[src/hdl/psrc_regs.svh]
`ifndef PSRC_REGS_SVH
`define PSRC_REGS_SVH
`define PSRC_OUT_W 24
`define PSRC_LO_MSB 11
`define PSRC_HI_LSB 12
`define PSRC_OP_CONT 4'h0
`define PSRC_OP_STOP 4'h1
`define PSRC_OP_WAIT 4'h8
`define PSRC_PC_FIRST 12'h000
`define PSRC_FLAGS_RST 24'h000000
`define PSRC_TRIG_MIN_NS 10
`define PSRC_CLK_NS 25
`define PSRC_TRIG_MIN_CYC ((`PSRC_TRIG_MIN_NS + `PSRC_CLK_NS - 1) / `PSRC_CLK_NS)
`endif

[src/hdl/psrc_pkg.sv]
`default_nettype none
package psrc_pkg;
  typedef struct packed {
    logic [3:0] opcode;
    logic [23:0] pattern;
  } psrc_instr_t;
  typedef struct packed {
    logic waiting;
    logic running;
    logic in_reset;
  } psrc_status_t;
endpackage : psrc_pkg
`default_nettype wire

[src/hdl/psrc_run_control.sv]
`timescale 1ns/1ps
`default_nettype none
`include "psrc_regs.svh"
module psrc_run_control (
  // Clock and reset
  input wire logic mclk_i,
  input wire logic srst_i,
  // External restart and fire pins
  input wire logic ext_restart_in_low_active_i,
  input wire logic ext_restart_in_high_active_i,
  input wire logic ext_fire_in_low_active_i,
  input wire logic [1:0] ext_fire_in_high_active_i,
  // Software calls, one-cycle pulses
  input wire logic sw_start_call_i,
  input wire logic sw_reset_call_i,
  // Program step interface
  input wire psrc_pkg::psrc_instr_t instr_i,
  input wire logic instr_done_i,
  output logic [11:0] pc_o,
  // Outputs
  output logic [23:0] flag_out_o,
  output psrc_pkg::psrc_status_t status_o
);
  typedef enum logic [1:0] {PSRC_RESET, PSRC_RUN, PSRC_WAIT, PSRC_STOP}
    psrc_state_t;
  // ------------------------------------------------------------
  // Pin polarity
  // ------------------------------------------------------------
  // Low-active pins are inverted so every lane is active high
  wire restart_low_act = ~ext_restart_in_low_active_i;
  wire fire_low_act = ~ext_fire_in_low_active_i;
  wire [1:0] restart_raw = {ext_restart_in_high_active_i, restart_low_act};
  // ------------------------------------------------------------
  // Input synchronisers
  // ------------------------------------------------------------
  // Lane 0 low-active restart, lane 1 high-active restart
  logic [1:0] restart_sync;
  psrc_sync #(
    .W(2)
  ) u_sync_restart (
    .mclk_i(mclk_i),
    .lane_i(restart_raw),
    .level_o(restart_sync),
    .prev_o()
  );
  // Low-active fire acts on its level, so no older copy is needed
  logic fire_low_sync;
  psrc_sync #(
    .W(1)
  ) u_sync_fire_low (
    .mclk_i(mclk_i),
    .lane_i(fire_low_act),
    .level_o(fire_low_sync),
    .prev_o()
  );
  // Both high-active fire lanes keep an older copy for edge detection
  logic [1:0] fire_high_sync;
  logic [1:0] fire_high_prev;
  psrc_sync #(
    .W(2)
  ) u_sync_fire_high (
    .mclk_i(mclk_i),
    .lane_i(ext_fire_in_high_active_i),
    .level_o(fire_high_sync),
    .prev_o(fire_high_prev)
  );
  // ------------------------------------------------------------
  // Restart decode
  // ------------------------------------------------------------
  // Level, not edge: a held pin keeps the block in reset
  wire restart_low_lvl = restart_sync[0];
  wire restart_high_lvl = restart_sync[1];
  wire restart_lvl = restart_low_lvl | restart_high_lvl;
  // Software reset joins the pins; it is already one clean pulse
  wire hw_restart = restart_lvl | sw_reset_call_i;
  // ------------------------------------------------------------
  // Fire decode
  // ------------------------------------------------------------
  // Held low-active fire repeats; high-active fire on rising edge
  wire fire_low = fire_low_sync;
  wire [1:0] fire_rise = fire_high_sync & ~fire_high_prev;
  wire hw_fire = fire_low | (|fire_rise);
  // Software start and pin fire share one path
  wire go_req = sw_start_call_i | hw_fire;
  // ------------------------------------------------------------
  // State decode
  // ------------------------------------------------------------
  psrc_state_t state;
  psrc_state_t next_state;
  wire st_reset = (state == PSRC_RESET);
  wire st_run = (state == PSRC_RUN);
  wire st_wait = (state == PSRC_WAIT);
  // Triggers count only while the program is idle
  wire idle_go = go_req & (st_reset | st_wait);
  // ------------------------------------------------------------
  // Opcode decode
  // ------------------------------------------------------------
  wire op_stop = (instr_i.opcode == `PSRC_OP_STOP);
  wire op_wait = (instr_i.opcode == `PSRC_OP_WAIT);
  // An instruction only retires while the program runs
  wire step_done = st_run & instr_done_i;
  wire stop_taken = step_done & op_stop;
  wire move_taken = step_done & ~op_stop;
  wire wait_taken = move_taken & op_wait;
  // ------------------------------------------------------------
  // Output pattern groups
  // ------------------------------------------------------------
  // Low group feeds bits 0 to 11, high group bits 12 to 23
  wire [11:0] pat_lo = instr_i.pattern[`PSRC_LO_MSB:0];
  wire [11:0] pat_hi = instr_i.pattern[`PSRC_OUT_W-1:`PSRC_HI_LSB];
  wire [23:0] pat_word = {pat_hi, pat_lo};
  // Next step address; wraps at the top of the program space
  wire [11:0] pc_step = pc_o + 12'h001;
  // ------------------------------------------------------------
  // Next state
  // ------------------------------------------------------------
  logic [11:0] next_pc;
  logic [23:0] next_flags;
  always_comb begin
    next_state = state;
    next_pc = pc_o;
    next_flags = flag_out_o;
    if (hw_restart) begin
      // Restart wins over every other event
      next_state = PSRC_RESET;
      next_pc = `PSRC_PC_FIRST;
    end else begin
      case (state)
        PSRC_RESET: begin
          if (idle_go) begin
            next_state = PSRC_RUN;
            next_pc = `PSRC_PC_FIRST;
          end
        end
        PSRC_RUN: begin
          if (stop_taken) begin
            // Pattern and counter stay as the last step left them
            next_state = PSRC_STOP;
          end else if (move_taken) begin
            next_flags = pat_word;
            next_pc = pc_step;
            if (wait_taken) begin
              next_state = PSRC_WAIT;
            end
          end
        end
        PSRC_WAIT: begin
          // Counter already points past the wait step
          if (idle_go) begin
            next_state = PSRC_RUN;
          end
        end
        PSRC_STOP: begin
          // Needs a reset first; trigger ignored here
          next_state = PSRC_STOP;
        end
        default: begin
          next_state = PSRC_RESET;
        end
      endcase
    end
  end
  // ------------------------------------------------------------
  // State registers
  // ------------------------------------------------------------
  always_ff @(posedge mclk_i) begin
    if (srst_i) begin
      state <= PSRC_RESET;
      pc_o <= `PSRC_PC_FIRST;
      flag_out_o <= `PSRC_FLAGS_RST;
    end else begin
      state <= next_state;
      pc_o <= next_pc;
      flag_out_o <= next_flags;
    end
  end
  // ------------------------------------------------------------
  // Status flags
  // ------------------------------------------------------------
  // Flag 24 reset, flag 25 running, flag 26 waiting
  always_comb begin
    status_o.in_reset = st_reset;
    status_o.running = st_run | st_wait;
    status_o.waiting = st_wait;
  end
endmodule : psrc_run_control
// ------------------------------------------------------------
// Two-flop synchroniser with an older copy for edge detection
// ------------------------------------------------------------
module psrc_sync #(
  parameter int W = 1
) (
  // Clock
  input wire logic mclk_i,
  // Asynchronous lanes, already active high
  input wire logic [W-1:0] lane_i,
  // Synchronised level and its copy one clock older
  output logic [W-1:0] level_o,
  output logic [W-1:0] prev_o
);
  logic [W-1:0] meta;
  always_ff @(posedge mclk_i) begin
    meta <= lane_i;
    level_o <= meta;
    prev_o <= level_o;
  end
endmodule : psrc_sync
`default_nettype wire

[config.mk]
export PLATFORM = sky130hd
export DESIGN_NAME = psrc_run_control
export DESIGN_NICKNAME = d
export VERILOG_FILES = /design/src/hdl/psrc_pkg.sv /design/src/hdl/psrc_run_control.sv
export VERILOG_INCLUDE_DIRS = /design/src /design/src/hdl
export SDC_FILE = /design/constraint.sdc
export NUM_CORES = 1
export LEC_CHECK = 0
export ABC_AREA = 1
export BUFFER_PORTS_ARGS = -buffer_cell sky130_fd_sc_hd__buf_2
export CAP_MARGIN = 20
export CORE_ASPECT_RATIO = 1.1
export CORE_MARGIN = 10
export CORE_UTILIZATION = 49
export DETAILED_ROUTE_END_ITERATION = 8
export PLACE_DENSITY = 0.89
export SLEW_MARGIN = 15
export SYNTH_ARGS = -nofsm -noshare
export SYNTH_HDL_FRONTEND = slang
export SYNTH_SLANG_ARGS = --single-unit
[constraint.sdc]
create_clock -name mclk_i -period 1.6 [get_ports mclk_i]
set_input_delay 0.24 -clock mclk_i [delete_from_list [all_inputs] [get_ports mclk_i]]
set_output_delay 0.24 -clock mclk_i [all_outputs]
set_load 0.02 [all_outputs]
## Yosys cells after proc, flatten, opt, wreduce, memory -nomap -nowiden

Cells that the tools add are included.

| word-level totals | value |
|---|---|
| flip-flop bits (word level) | 50 |
| bits in latches | 0 |
| memory bits (writable) | 0 |
| memory bits (read-only) | 0 |
| input bits | 38 |
| output and inout bits | 39 |
| logic and storage cells | 57 |
| memories kept | 0 |

| cells by class | value |
|---|---|
| $add $sub $neg | 1 |
| multipliers | 0 |
| divide/modulo/power cells | 0 |
| magnitude comparators | 0 |
| equal/unequal tests | 11 |
| shifts and indexed selects | 0 |
| mux-type cells | 9 |
| bitwise logic cells | 18 |
| reductions and logical operators | 8 |

Operators by type and width:

| kind | number |
|---|---|
| 2-to-1 mux 12 bit | 3 |
| case mux 12 bit (2 select lines) | 1 |
| adder 12 x 1 -> 12 bit (second input constant) | 1 |
| 2-to-1 mux 2 bit | 4 |
| AND reduction 4 bit | 2 |
| != test 2 x 1 -> 1 bit (second input constant) | 3 |
| != test 3 x 1 -> 1 bit (second input constant) | 2 |
| OR 1 bit | 6 |
| case mux 2 bit (3 select lines) | 1 |
| OR reduction 2 bit | 3 |
| AND 1 bit | 5 |
| inverter 1 bit | 5 |
| == test 2 bit (second input constant) | 2 |
| == test 4 x 1 -> 1 bit (second input constant) | 1 |
| == test 4 bit (second input constant) | 1 |
| AND reduction 3 bit | 1 |
| AND 2 bit | 1 |
| == test 2 x 1 -> 1 bit (second input constant) | 1 |
| zero test 2 bit | 1 |
| != test 2 bit (second input constant) | 1 |
| inverter 2 bit | 1 |
| nonzero test 2 bit | 1 |

## Longest topological paths before layout

| logic depth | value |
|---|---|
| depth in word-level cells | 8 |
| gate-level depth with buffers | 11 |
| mapped depth without buffers | 10 |

## Cells and area by module

Synthesis repeated with hierarchy kept, for this count alone.

| second synthesis, totals | value |
|---|---|
| cell total of the unflattened synthesis | 286 |
| area total of the unflattened synthesis | 2282.2 sq um |

Modules (own cells, without submodules):

| module | times used | cells each | area each (sq um) | seq. area each (sq um) |
|---|---|---|---|---|
| psrc_run_control | 1 | 271 | 1981.9 | 760.7 |
| psrc_sync at u_sync_fire_high ... | 2 | 6 | 120.1 | 120.1 |
| psrc_sync at u_sync_fire_low | 1 | 3 | 60.1 | 60.1 |

## Worst setup path after synthesis

OpenSTA, ideal clock, no wires.

| timing path | value |
|---|---|
| path kind | register to register |
| start | register state[1] |
| end | register pc_o[6] |
| library setup time | 117 ps |
| data arrival time | 1288 ps |
| required time | 1483 ps |
| path slack | 195 ps |
| stages on the path, launching flop included | 12 |
| path buffers | 1 |
| clock period less this slack | 1405 ps |
| cell sequence | dfxtp_1 -> inv_1 -> ha_1 -> nand2_1 -> clkinv_1 -> nand2_2 -> nand2_4 -> buf_6 -> nand3_1 -> nand2_1 -> nand2_1 -> nor2_1 |

| between the ends | value |
|---|---|
| word-level cells in the longest chain between the ends | 5 |
| elaborated cells between the ends (all ways) | 14 |
| those cells by class | eq/ne: 5; mux: 1; bitwise: 5; reduce/logical: 3 |

RTL lines:

| element | RTL line | source |
|---|---|---|
| start: declaration | psrc_run_control.sv:88 | `psrc_state_t state;` |
| start signal: assignment | psrc_run_control.sv:172 | `state <= next_state;` |
| == test 2 x 1 -> 1 bit, or another cell as far along | psrc_run_control.sv:91, psrc_run_control.sv:128 |  |
| AND 1 bit / OR 1 bit (equally long branches) | psrc_run_control.sv:101, psrc_run_control.sv:94 |  |
| AND 1 bit, on equally long branches | psrc_run_control.sv:103, psrc_run_control.sv:94, psrc_run_control.sv:102 |  |
| != test 2 x 1 -> 1 bit (no source line) / != test 2 bit (equally long branches) | - |  |
| AND reduction 4 bit (no source line) | - |  |
| end signal: assignment | psrc_run_control.sv:169 | `` pc_o <= `PSRC_PC_FIRST; `` |
| end signal: assignment | psrc_run_control.sv:173 | `pc_o <= next_pc;` |
| end: declaration | psrc_run_control.sv:19 | `output logic [11:0] pc_o,` |

Parallel ways exist; a longest one is shown, timed or not.
A chain may end at the register's enable or synchronous reset.

==> qor.yml <==
synth:
  ys.flop_type: "dfxtp_1"
  syn-instance-count: 278
  syn_avg_cell_area_sq_um: 7.773
  postSynth.asyncResetShare_pct: 0
  ys_ff_latch: 50
  synth.yosys.seq_area_share_pct: 46.32
  synth_warnings: 0
  ys_types: 28
  synth-edff-count: 0
  syn_nets: 322
  netlist_area_sq_mm: 0.002161
worst_setup_path:
  cp-start-kind: "flip-flop"
  crit_required_ns: 1.36
  arrival_ns: 1.29
  rrSetupSlack_ns: 0.09
  cp.depth: 3
  max_stage_delay_ns: 0.42
  worstPathMaxFanout: 3
  path_class: "flip-flop to primary output"
  path_cells: "inv_1 -> ha_2 -> buf_2"
  worstSetupEndpointType: "primary output"
  critPathLaunch: "state[0]$_SDFFE_PP0P_"
  cp_top_family: "flip-flops"
  endpoint: "status_o[1]"
  timing.rr.start: "state[0]$_SDFFE_PP0P_"
  rr_endpoint: "pc_o[8]$_SDFFE_PP0P_"
  reg2reg_depth: 8
  critPathBufInv: 2
  crit_slowest_cell: "dfxtp_1"
global_route:
  grt_pass1_wl_um: 8825
  overflow: 0
  track_usage_pct: 14.24
  grt_max_degree: 39
  grt_pass1_vias: 1993
  antenna_found_initial: 0
floorplanning:
  die-area_sq_mm: 0.007469
  die_h_um: 89.65
  rows: 25
  ios: 77
  coreArea_sq_mm: 0.004285
  die_w_um: 83.32
  initial_core_util_pct: 50.42
placement:
  hpwl_um: 4173
  io_buffer_count: 76
  place.gp.congestion: 0.8517
  placed_area_sq_mm: 0.002592
timing:
  finalClockSkew_ns: 0.007126
  fin_crit_ns: 1.532
  max_freq_mhz: 652.8
  period_share_pct: 95.74
  slew-limit-headroom_pct: 80.41
  setup_viol: 0
  drv_slew: 0
  worst_pin_slew_ns: 0.2935
  setup_tns_ns: 0
  hold_viol_final: 0
  rsz0062_at_grt: "no"
power_and_ir_drop:
  vdd_ir_drop_max_mv: 0.6508
  p_per_area_mw_per_mm2: 820.7
  p_leak_nw: 1.286
  p_total_mw: 2.324
finish:
  multi_input_area_sq_um: 954.7
  fillers: 347
  regArea_sq_mm: 0.001002
  postLayoutCellArea_sq_mm: 0.002831
  drive_gt1_share_pct: 32.97
  area_delta_synth_final_pct: 31.04
  nets: 407
  antenna_cells: 0
detailed_routing:
  ant_nets: 0
  drc: 0
  wire_per_inst_um: 13.34
  drt-pass1-iter-count: 5
  drtIter0Drc: 93
  viasPerCell: 4.888
  num_vias: 2043
  wl_um: 5576
cts:
  clock_latency_ns: 0.30
  clkTransAtPathRegs_ns: 0.08
  cts-root-buf: "clkbuf_8"
  clock_sinks: 50
  cts_tree: "done"
  clock_path_buffers: 2
  cts_max_level: 2
  cts_buffers: 5
hold_path:
  min-delay-start: "ext_restart_in_high_active_i"
  hold_path.class: "input port to flip-flop"
run:
  drv_cap: 0
outcome:
  status: "finished clean"
cell usage in the layout (no fill, tap or decap), types with 2 or more instances in the layout:
master    synthesis  routed
buf_2             2      76
dfxtp_1          50      49
inv_1            45      45
nand2_1          39      38
a21oi_1          30      30
o21ai_0          25      24
nor2_1           20      20
nand3_1          19      18
buf_4             4      10
nor2_2            6       6
nand4_1           6       6
clkbuf_8          0       5
ha_1              6       4
nand2_2           3       3
o21ai_1           2       3
nor3_1            3       3
inv_2             1       2
nand2_8           0       2
a21oi_2           2       2
buf_12            0       2
per-stage QoR:
step,std cells,hold WS (ns),util [%],worst slack [ns]
final,418,0.03621,66.07,0.06811
after global routing,418,0.01752,66.07,0.01845
after CTS,412,0.02828,63.45,0.01100
after detailed placement,404,0.3121,60.50,-0.01478
after global placement,404,0.3114,60.50,0.06480
after floorplan,278,0.2677,-,0.1952
logic make-up after synthesis:
family	Yosys count	share of synthesized area (%)
AOI/OAI and AO/OA	59	14.01
buffers and inverters	58	11.93
and+or+nand+nor	103	23.45
adders and majority gates	6	3.474
DFF	50	46.32
xor gates and xnor gates	2	0.8108
cells in the mapped netlist (2+ instances only):
cell	instances	area (sq um)
nor2_1	20	75.07
dfxtp_1	50	1001
buf_2	2	10.01
clkbuf_1	2	7.510
nor3_1	3	15.01
nand2_2	3	18.77
buf_4	4	30.03
buf_6	3	33.78
a21oi_2	2	17.52
ha_1	6	75.07
nand3_1	19	95.09
inv_1	45	168.9
a21oi_1	30	150.1
o21ai_1	2	10.01
o21ai_0	25	125.1
nor2_2	6	37.54
nand2_4	2	22.52
nand2_1	39	146.4
nand4_1	6	37.54
worst reg2reg max path: stages (launching register included):
cell and delay [ns]:
dfxtp_1 0.42, inv_1 0.10, ha_2 0.23, nand2_1 0.17, nand2_8 0.13, buf_4 0.16, a21oi_2 0.11, nor2_1 0.05
nor2_1 0.08
registers in the layout (all words and copies together) (netlist names):
signal	count
u_sync_fire_low.level_o	1
flag_out_o	24
u_sync_fire_low.meta	1
u_sync_fire_high.prev_o	2
pc_o	12
u_sync_fire_high.level_o	2
state	2
u_sync_fire_high.meta	2
u_sync_restart.level_o	2
u_sync_restart.meta	2
metal layers:
metal  part of all wire [%]  GRT usage, %
met3                    9.9         6.588
met4                    2.4         7.121
met1                     39         15.25
met2                     49         23.53
met5                      0             0
report_power, final:
group          internal, mW  switching (mW)  total [mW]
clock network         0.467           0.409       0.875
logic                0.0813          0.0963       0.178
registers              1.26         0.00787        1.27
total                  1.81           0.513        2.32
cell type report:
class                   count  share of cell area (%)
multi-input cells         170                   33.72
repair buffers             89                   18.38
clock buffers               6                   2.563
well taps                  54                   2.386
flip-flops and latches     50                   35.40
inverters                  47                   6.231
clock inverters             2                   1.326
worst min path at each step:
stage / end / slack (ns) / cells after the start
2_1_floorplan: u_sync_fire_high.meta[0]$_DFF_P_ / 0.27 / 0
6_report: u_sync_restart.meta[1]$_DFF_P_ / 0.04 / 1
3_5_place_dp: u_sync_restart.level_o[0]$_DFF_P_ / 0.31 / 0
3_3_place_gp: u_sync_fire_high.level_o[0]$_DFF_P_ / 0.31 / 0
4_1_cts: u_sync_fire_high.meta[1]$_DFF_P_ / 0.03 / 1
5_1_grt: u_sync_fire_high.meta[1]$_DFF_P_ / 0.02 / 1
repair_timing:
item | CTS | global route
gates resized for setup | 4 | 8
pin swaps | 0 | 4
setup endpoints to repair | 11 | 31
hold buffers | 0 | 0
cloned | 0 | 1
setup buffers | 0 | 5
Power figures use the tool's default switching activity.
